--- config.mk ---
export PLATFORM = sky130hd
export DESIGN_NAME = sdaq_top
export DESIGN_NICKNAME = d
export VERILOG_FILES = /design/src/sdaq_pkg.sv /design/src/sdaq_top.sv
export SDC_FILE = /design/constraint.sdc
export NUM_CORES = 2
export LEC_CHECK = 0
export ABC_AREA = 0
export BUFFER_PORTS_ARGS = -buffer_cell sky130_fd_sc_hd__buf_2
export CAP_MARGIN = 10
export CORE_MARGIN = 1
export CORE_UTILIZATION = 40
export CTS_BUF_LIST = sky130_fd_sc_hd__clkbuf_8
export DETAILED_ROUTE_END_ITERATION = 7
export GPL_TIMING_DRIVEN = 0
export PLACE_DENSITY = 0.55
export SYNTH_ARGS = -nofsm -noshare
export SYNTH_HDL_FRONTEND = slang
export SYNTH_SLANG_ARGS = --single-unit
--- constraint.sdc ---
create_clock -name CLK_SYS_I -period 20.3 [get_ports CLK_SYS_I]
set_clock_uncertainty 0.05 [all_clocks]
set_input_delay 4.06 -clock CLK_SYS_I [delete_from_list [all_inputs] [get_ports CLK_SYS_I]]
set_output_delay 4.06 -clock CLK_SYS_I [all_outputs]
set_load 0.05 [all_outputs]
--- src/sdaq_pkg.sv ---
/*
 * sdaq_pkg: constants, register map and carrier types of the servo data
 * acquisition sequencer.
 * assumes: a 50 MHz system clock and a 32-bit classic wishbone master.
 */
package sdaq_pkg;

  // --------------------------------------------------------------
  // timing
  // --------------------------------------------------------------
  localparam int CLK_MHZ = 50;
  localparam int SERVO_PERIOD_US = 400;
  localparam int SERVO_CYC = SERVO_PERIOD_US * CLK_MHZ;

  // --------------------------------------------------------------
  // register map, byte offsets
  // --------------------------------------------------------------
  localparam int ADR_W = 6;
  localparam logic [ADR_W-1:0] OFS_SETUP = 6'h00;
  localparam logic [ADR_W-1:0] OFS_RATE = 6'h04;
  localparam logic [ADR_W-1:0] OFS_TARGET = 6'h08;
  localparam logic [ADR_W-1:0] OFS_ARM = 6'h0c;
  localparam logic [ADR_W-1:0] OFS_DONE = 6'h10;
  localparam logic [ADR_W-1:0] OFS_COUNT = 6'h14;
  localparam logic [ADR_W-1:0] OFS_DATA = 6'h18;
  localparam logic [ADR_W-1:0] OFS_IRQ_STAT = 6'h1c;
  localparam logic [ADR_W-1:0] OFS_IRQ_MASK = 6'h20;

  // --------------------------------------------------------------
  // fields
  // --------------------------------------------------------------
  localparam int CHAN_LSB = 0;
  localparam int CHAN_W = 3;
  localparam int MODE_LSB = 4;
  localparam int MODE_W = 2;
  localparam int RATE_W = 10;
  localparam int CNT_W = 10;
  localparam int NUM_CH = 4;
  localparam int IRQ_W = 2;
  localparam int IRQ_DONE = 0;
  localparam int IRQ_SAMPLE = 1;
  localparam logic [MODE_W-1:0] MODE_IMMEDIATE = 2'h0;
  localparam logic [31:0] RD_ZERO = 32'h0000_0000;

  // --------------------------------------------------------------
  // types
  // --------------------------------------------------------------
  typedef struct packed {
    logic cyc;
    logic stb;
    logic we;
    logic [3:0] sel;
    logic [ADR_W-1:0] adr;
    logic [31:0] dat;
  } sdaq_wb_req_t;

  typedef struct packed {
    logic [NUM_CH-1:0][31:0] ch;
  } sdaq_fb_pos_t;

  typedef enum logic [1:0] {
    ST_IDLE,
    ST_WAIT_TRIG,
    ST_RUN,
    ST_STORE
  } sdaq_state_t;

  // channel select code to channel mask, codes as printed
  function automatic logic [NUM_CH-1:0] sdaq_chan_mask(
      input logic [CHAN_W-1:0] code);
    case (code)
      3'h1: sdaq_chan_mask = 4'h1;
      3'h2: sdaq_chan_mask = 4'h2;
      3'h3: sdaq_chan_mask = 4'h3;
      3'h4: sdaq_chan_mask = 4'h4;
      3'h5: sdaq_chan_mask = 4'h5;
      3'h6: sdaq_chan_mask = 4'ha;
      3'h7: sdaq_chan_mask = 4'h7;
      default: sdaq_chan_mask = 4'h0;
    endcase
  endfunction : sdaq_chan_mask

  // byte-lane merge of a wishbone write
  function automatic logic [31:0] sdaq_merge(input logic [31:0] old,
      input logic [31:0] wdat, input logic [3:0] sel);
    logic [31:0] m;
    m = {{8{sel[3]}}, {8{sel[2]}}, {8{sel[1]}}, {8{sel[0]}}};
    sdaq_merge = (old & ~m) | (wdat & m);
  endfunction : sdaq_merge

endpackage : sdaq_pkg

--- src/sdaq_top.sv ---
/*
 * sdaq_top: servo data acquisition sequencer with a classic wishbone
 * register slave, flip-flop sample store and one level interrupt.
 * assumes: feedback positions and trigger are synchronous to CLK_SYS_I;
 * the servo tick is generated here from the system clock.
 */
// How it works
// - channel select code picks captured feedback channels, codes as printed.
// - one sample every rate plus one servo cycles of 400 us.
// - done only when collected samples equal the programmed count.
// - done query reads 1 when complete, 0 otherwise.
// - host fetches after done; device then returns stored words.
// - each sample carries the running servo tick count.
// - arm flag 1 arms the acquisition, 0 disarms it.
// - count query returns samples so far, also while running.
// - mode zero starts on arming; other modes wait for trigger.
// - fetched data are 32-bit words, length set by setup.
`timescale 1ns/1ns
module sdaq_top #(
  parameter int SERVO_CYCLES = sdaq_pkg::SERVO_CYC,
  parameter int DEPTH = 64
) (
  // clock and reset
  input wire logic CLK_SYS_I,
  input wire logic NRST_I,
  // wishbone slave
  input wire sdaq_pkg::sdaq_wb_req_t WB_REQ_I,
  output logic WB_ACK_O,
  output logic [31:0] WB_DAT_O,
  // feedback and trigger
  input wire sdaq_pkg::sdaq_fb_pos_t FB_POS_I,
  input wire logic TRIG_I,
  // interrupt
  output logic IRQ_O
);
  import sdaq_pkg::*;

  localparam int PTR_W = $clog2(DEPTH) + 1;
  localparam int DIV_W = $clog2(SERVO_CYCLES);

  if (DEPTH < 2 || SERVO_CYCLES <= NUM_CH + 2) begin : g_chk
    $error("sdaq_top: DEPTH or SERVO_CYCLES too small");
  end

  // --------------------------------------------------------------
  // registers
  // --------------------------------------------------------------
  logic ack_r;
  logic [31:0] rdat_r;
  logic irq_r;
  logic [31:0] setup_r;
  logic [RATE_W-1:0] rate_r;
  logic [CNT_W-1:0] target_r;
  logic armed_r;
  logic done_r, done_nxt;
  logic [CNT_W-1:0] cnt_r, cnt_nxt;
  logic [IRQ_W-1:0] stat_r, stat_nxt;
  logic [IRQ_W-1:0] mask_r;
  sdaq_state_t st_r, st_nxt;
  logic [RATE_W-1:0] div_r, div_nxt;
  logic [2:0] idx_r, idx_nxt;
  logic [PTR_W-1:0] wr_ptr_r, wr_ptr_nxt;
  logic [PTR_W-1:0] rd_ptr_r, rd_ptr_nxt;
  logic [DIV_W-1:0] pre_r;
  logic tick_r;
  logic [31:0] tick_cnt_r;
  logic [31:0] snap_tick_r;
  sdaq_fb_pos_t snap_pos_r;
  logic [31:0] mem_r [DEPTH];

  // --------------------------------------------------------------
  // bus decode
  // --------------------------------------------------------------
  wire acc = WB_REQ_I.cyc & WB_REQ_I.stb & ~ack_r;
  wire wr = acc & WB_REQ_I.we;
  wire rd = acc & ~WB_REQ_I.we;
  wire [ADR_W-1:0] adr = WB_REQ_I.adr;
  wire [31:0] wdat = WB_REQ_I.dat;
  wire [3:0] sel = WB_REQ_I.sel;
  wire wr_setup = wr & (adr == OFS_SETUP);
  wire wr_rate = wr & (adr == OFS_RATE);
  wire wr_target = wr & (adr == OFS_TARGET);
  wire wr_arm = wr & (adr == OFS_ARM) & sel[0];
  wire wr_data = wr & (adr == OFS_DATA);
  wire wr_stat = wr & (adr == OFS_IRQ_STAT) & sel[0];
  wire wr_mask = wr & (adr == OFS_IRQ_MASK);
  wire rd_data = rd & (adr == OFS_DATA);
  wire arm_on = wr_arm & wdat[0];
  wire [31:0] setup_w = sdaq_merge(setup_r, wdat, sel);
  wire [31:0] rate_w = sdaq_merge({{(32-RATE_W){1'b0}}, rate_r}, wdat, sel);
  wire [31:0] target_w = sdaq_merge({{(32-CNT_W){1'b0}}, target_r}, wdat,
                                    sel);
  wire [31:0] mask_w = sdaq_merge({{(32-IRQ_W){1'b0}}, mask_r}, wdat, sel);

  // --------------------------------------------------------------
  // configuration fields
  // --------------------------------------------------------------
  wire [CHAN_W-1:0] chan_sel = setup_r[CHAN_LSB +: CHAN_W];
  wire [MODE_W-1:0] mode = setup_r[MODE_LSB +: MODE_W];
  wire [NUM_CH-1:0] ch_mask = sdaq_chan_mask(chan_sel);
  wire target_zero = (target_r == '0);
  wire [CNT_W-1:0] cnt_inc = cnt_r + 1'b1;

  // --------------------------------------------------------------
  // store path
  // --------------------------------------------------------------
  wire [1:0] ch_idx = 2'(idx_r - 3'h1);
  wire word_sel = (idx_r == '0) | ch_mask[ch_idx];
  wire [31:0] word = (idx_r == '0) ? snap_tick_r
                                   : snap_pos_r.ch[ch_idx];
  wire full = (wr_ptr_r == PTR_W'(DEPTH));
  wire mem_we = (st_r == ST_STORE) & word_sel & ~full & ~arm_on;
  wire last_word = (idx_r == 3'(NUM_CH));
  wire [PTR_W-2:0] wr_adr = wr_ptr_r[PTR_W-2:0];
  wire [PTR_W-2:0] rd_adr = rd_ptr_r[PTR_W-2:0];
  wire have_word = (rd_ptr_r < wr_ptr_r);
  wire sample_now = tick_r & (div_r == rate_r);
  wire trig_start = tick_r & TRIG_I;
  wire take = armed_r & ~arm_on & (((st_r == ST_RUN) & sample_now) |
              ((st_r == ST_WAIT_TRIG) & trig_start));

  // --------------------------------------------------------------
  // sequencer
  // --------------------------------------------------------------
  logic ev_done, ev_smp;
  always_comb begin
    st_nxt = st_r;
    div_nxt = div_r;
    idx_nxt = idx_r;
    cnt_nxt = cnt_r;
    done_nxt = done_r;
    wr_ptr_nxt = wr_ptr_r;
    ev_done = 1'b0;
    ev_smp = 1'b0;
    if (arm_on) begin
      // a fresh arm starts a new request
      cnt_nxt = '0;
      wr_ptr_nxt = '0;
      div_nxt = '0;
      idx_nxt = '0;
      done_nxt = target_zero;
      ev_done = target_zero;
      if (target_zero) begin
        st_nxt = ST_IDLE;
      end else if (mode == MODE_IMMEDIATE) begin
        st_nxt = ST_RUN;
      end else begin
        st_nxt = ST_WAIT_TRIG;
      end
    end else begin
      unique case (st_r)
        ST_IDLE: begin
        end
        ST_WAIT_TRIG, ST_RUN: begin
          if (!armed_r) begin
            st_nxt = ST_IDLE;
          end else if (take) begin
            st_nxt = ST_STORE;
            div_nxt = '0;
          end else if (tick_r && st_r == ST_RUN) begin
            div_nxt = div_r + 1'b1;
          end
        end
        ST_STORE: begin
          if (mem_we) begin
            wr_ptr_nxt = wr_ptr_r + 1'b1;
          end
          if (last_word) begin
            idx_nxt = '0;
            cnt_nxt = cnt_inc;
            ev_smp = 1'b1;
            if (cnt_inc == target_r) begin
              done_nxt = 1'b1;
              ev_done = 1'b1;
              st_nxt = ST_IDLE;
            end else begin
              st_nxt = ST_RUN;
            end
          end else begin
            idx_nxt = idx_r + 1'b1;
          end
        end
      endcase
    end
  end

  // --------------------------------------------------------------
  // read pointer and read mux
  // --------------------------------------------------------------
  assign rd_ptr_nxt = (arm_on | wr_data) ? '0 :
                      (rd_data & have_word) ? rd_ptr_r + 1'b1 : rd_ptr_r;
  wire [31:0] rd_mux =
      (adr == OFS_SETUP) ? setup_r :
      (adr == OFS_RATE) ? {{(32-RATE_W){1'b0}}, rate_r} :
      (adr == OFS_TARGET) ? {{(32-CNT_W){1'b0}}, target_r} :
      (adr == OFS_ARM) ? {31'h0, armed_r} :
      (adr == OFS_DONE) ? {31'h0, done_r} :
      (adr == OFS_COUNT) ? {{(32-CNT_W){1'b0}}, cnt_r} :
      (adr == OFS_DATA) ? (have_word ? mem_r[rd_adr] : RD_ZERO) :
      (adr == OFS_IRQ_STAT) ? {{(32-IRQ_W){1'b0}}, stat_r} :
      (adr == OFS_IRQ_MASK) ? {{(32-IRQ_W){1'b0}}, mask_r} : RD_ZERO;

  // set wins over a write-one clear in the same cycle
  wire [IRQ_W-1:0] ev_vec = {ev_smp, ev_done};
  wire [IRQ_W-1:0] clr_vec = wr_stat ? wdat[IRQ_W-1:0] : '0;
  assign stat_nxt = (stat_r & ~clr_vec) | ev_vec;

  // --------------------------------------------------------------
  // servo tick and tick counter
  // --------------------------------------------------------------
  always_ff @(posedge CLK_SYS_I or negedge NRST_I) begin
    if (!NRST_I) begin
      pre_r <= '0;
      tick_r <= 1'b0;
      tick_cnt_r <= '0;
    end else begin
      tick_r <= (pre_r == DIV_W'(SERVO_CYCLES - 1));
      pre_r <= (pre_r == DIV_W'(SERVO_CYCLES - 1)) ? '0 : pre_r + 1'b1;
      if (tick_r) begin
        tick_cnt_r <= tick_cnt_r + 1'b1;
      end
    end
  end

  // --------------------------------------------------------------
  // control state
  // --------------------------------------------------------------
  always_ff @(posedge CLK_SYS_I or negedge NRST_I) begin
    if (!NRST_I) begin
      st_r <= ST_IDLE;
      div_r <= '0;
      idx_r <= '0;
      cnt_r <= '0;
      done_r <= 1'b0;
      wr_ptr_r <= '0;
      rd_ptr_r <= '0;
      stat_r <= '0;
    end else begin
      st_r <= st_nxt;
      div_r <= div_nxt;
      idx_r <= idx_nxt;
      cnt_r <= cnt_nxt;
      done_r <= done_nxt;
      wr_ptr_r <= wr_ptr_nxt;
      rd_ptr_r <= rd_ptr_nxt;
      stat_r <= stat_nxt;
    end
  end

  // --------------------------------------------------------------
  // software registers
  // --------------------------------------------------------------
  always_ff @(posedge CLK_SYS_I or negedge NRST_I) begin
    if (!NRST_I) begin
      setup_r <= '0;
      rate_r <= '0;
      target_r <= '0;
      mask_r <= '0;
      armed_r <= 1'b0;
    end else begin
      if (wr_setup) setup_r <= setup_w;
      if (wr_rate) rate_r <= rate_w[RATE_W-1:0];
      if (wr_target) target_r <= target_w[CNT_W-1:0];
      if (wr_mask) mask_r <= mask_w[IRQ_W-1:0];
      if (wr_arm) armed_r <= wdat[0];
    end
  end

  // --------------------------------------------------------------
  // bus answer and interrupt
  // --------------------------------------------------------------
  always_ff @(posedge CLK_SYS_I or negedge NRST_I) begin
    if (!NRST_I) begin
      ack_r <= 1'b0;
      rdat_r <= '0;
      irq_r <= 1'b0;
    end else begin
      ack_r <= acc;
      rdat_r <= rd ? rd_mux : RD_ZERO;
      irq_r <= |(stat_nxt & mask_r);
    end
  end

  // --------------------------------------------------------------
  // snapshot and sample store, no reset: data only
  // --------------------------------------------------------------
  always_ff @(posedge CLK_SYS_I) begin
    if (take) begin
      snap_tick_r <= tick_cnt_r;
      snap_pos_r <= FB_POS_I;
    end
    if (mem_we) begin
      mem_r[wr_adr] <= word;
    end
  end

  assign WB_ACK_O = ack_r;
  assign WB_DAT_O = rdat_r;
  assign IRQ_O = irq_r;

endmodule : sdaq_top

==> reports/results.ini <==
[clock_network]
path_clk_slew_ns=0.06
cts_tree=yes
root_buffer=clkbuf_8
post_cts_buffers=0
cts_sinks=2387
ctsResizeCount=0
h-tree-depth=5
cts_hold_buf=0
clock_path_buffers=4
clk_latency_ns=1.12
cts_buffers=406

[worst_setup_path]
required_ns=21.13
cp_max_fo=10
r2r_slack_ns=14.48
crit_type=in2reg
endpoint_kind=flip-flop
critPathArrivalTime_ns=8.13
critPathLaunchType=input pin

[power]
fin_total_pwr_mw=13.0
ir_drop_mv=0.113
power_density_mw_per_mm2=121
leakagePower_nw=34.7

[floorplanning]
rows=175
io_pins=210
start_util_pct=40.4
die_h_um=482
dieArea_sq_mm=0.233
die_x_um=482
core_area_sq_mm=0.228

[logic_synthesis]
synth_cell_types=71
synth_cells=4182
synth-edff-count=2208
yosys_register_bits=2387
ys_seq_area_share_pct=76.7
yosys.area.top_type_share_pct=71.9
avgSynthCellArea_sq_um=22.1
syn_area_sq_mm=0.0923
async_reset_ff_share_pct=7.50
ys_top_cells_by_area=edfxtp_1 72%, mux4_2 15%, dfrtp_1 4.9%, mux2_2 1.0%, mux2i_1 0.80%
synth_largest_area_cell=edfxtp_1
yosys_most_used_dff=edfxtp_1
syn_nets=4376
ys_warn_count=0

[layout]
n_fill_cell=18900
nets=5113
area_delta_synth_final_pct=16.3
drive_gt1_share_pct=32.0
final-seq-area_sq_mm=0.0708
final_area_sq_mm=0.107
layout_common_cells=2,208 x edfxtp_1, 625 x mux4_2, 424 x clkbuf_8, 270 x buf_2, 195 x inv_1
multi_input_comb_area_sq_mm=0.0209
final_common_cell=edfxtp_1

[min_path]
worstHoldPathType=reg2reg

[route]
drc=0
drt_iter0_drc=6431
dr.pass1.iters=6
viasPerCell=5.84
vias=48100
wl_per_cell_um=33.2
drt_wl_total_um=274000
ant_nets=0

[place]
placed_area_sq_mm=0.0999
port_buffers=208
gp_congestion=0.842
dp.final_hpwl_um=178000

[timing]
post-route-period-util_pct=36.0
fin_tns_setup_ns=0
min_period_ns=7.31
hold_violations=0
slew_violations=0
setup_viol=0
rsz0062_at_grt=no
slew_headroom_pct=8.26
worst_pin_slew_ns=1.38
max_freq_ghz=0.137

[global_routing]
overflow=0
first_global_vias=48500
grt_pass1_wl_um=379000
track_usage_pct=23.6
grt_max_degree=102
antenna_found_initial=14

[run_status]
outcome=complete, no violations

[job]
drv_cap=0

[cell type report]
| cell class | count | share of cell area (%) |
|---|---|---|
| clock inverters | 294 | 1.25 |
| inverters | 35 | 0.122 |
| flip-flops and latches | 2387 | 66.0 |
| repair buffers | 329 | 3.31 |
| plain buffers | 209 | 0.907 |
| well taps | 3009 | 3.51 |
| diodes | 6 | 0.0140 |
| clock buffers | 424 | 5.44 |
| multi-input cells | 1551 | 19.5 |
[logic make-up after synthesis]
| kind of cell | after synthesis | share of synthesized area (%) |
|---|---|---|
| AOI/OAI and AO/OA | 241 | 1.76 |
| adders and majority gates | 18 | 0.244 |
| and+or+nand+nor | 422 | 2.18 |
| DFF | 2387 | 76.7 |
| muxes | 785 | 17.1 |
| xor gates and xnor gates | 85 | 0.807 |
| buffers and inverters | 244 | 1.20 |
[cell usage after synthesis, types with 4 or more instances]
library cell	instances
a21oi_1	52
a222oi_1	4
a22oi_1	64
a31oi_1	12
and3_1	14
and4_1	6
buf_1	30
buf_2	63
buf_4	15
buf_6	7
clkbuf_1	94
dfrtp_1	179
edfxtp_1	2208
ha_1	18
inv_1	31
mux2_2	86
mux2i_1	74
mux4_2	625
nand2_1	105
nand2b_1	5
nand3_1	46
nand4_1	28
nor2_1	151
nor2b_1	9
nor3_1	9
nor4_1	11
o211ai_1	4
o21ai_0	37
o221ai_1	19
o22ai_1	16
or3_1	5
or4_1	12
xnor2_1	62
xor2_1	23
[power breakdown]
group | internal (mW) | leakage (nW) | switching (mW) | total, mW
logic | 0.570 | 8.11 | 1.84 | 2.41
clock network | 2.00 | 4.27 | 1.93 | 3.92
registers | 6.62 | 22.4 | 0.0500 | 6.67
[metrics by stage]
stage	setup WS (ns)	utilization [%]	std cells	hold slack, ns
finish	12.99	47.0	8244	0.414
floorplan	8.33	-	4182	0.387
global placement	4.59	42.5	7399	0.401
detailed placement	11.93	43.8	7510	0.415
CTS	13.11	46.9	8228	0.423
global route	12.93	47.0	8240	0.433
[layer usage]
layer	track usage (%)	vias up	wire length (um)
met5	0	-	27
met4	7.99	4	8890
met3	5.21	491	25800
met2	36.0	2533	126000
met1	33.7	26000	113000
li1	-	19200	-
[path summary, 6_finish.rpt]
kind                           startpoint                         end  depth (start not counted)
max                          WB_REQ_I[36]                WB_DAT_O[16]                          9
min                        tick_cnt_r[31]              tick_cnt_r[31]                          1
max reg2reg                      idx_r[0]                mem_r[4][25]                         13
min reg2reg                tick_cnt_r[31]              tick_cnt_r[31]                          1
max in group asynchronous          NRST_I  asynchronous set/reset pin                          2
min in group asynchronous          NRST_I              tick_cnt_r[10]                          1
[sequential cells by signal (all words and copies together), names as in the netlist, 3 cells and up, named ones only]
register     count
cnt_r           10
mem_r         2048
snap_tick_r     32
rd_ptr_r         7
WB_DAT_O        32
idx_r            3
snap_pos_r     128
div_r           10
tick_cnt_r      32
wr_ptr_r         7
pre_r           15
[worst max-delay path, cell delays in order]
cell and delay, ns:
buf_2 0.10, clkbuf_1 0.20, nor4_1 0.49, nand2_1 0.26
clkbuf_1 0.34, nor2_1 1.06, clkbuf_1 0.94, nand2_1 0.27
o21ai_0 0.38
(Power assumes the default switching activity.)
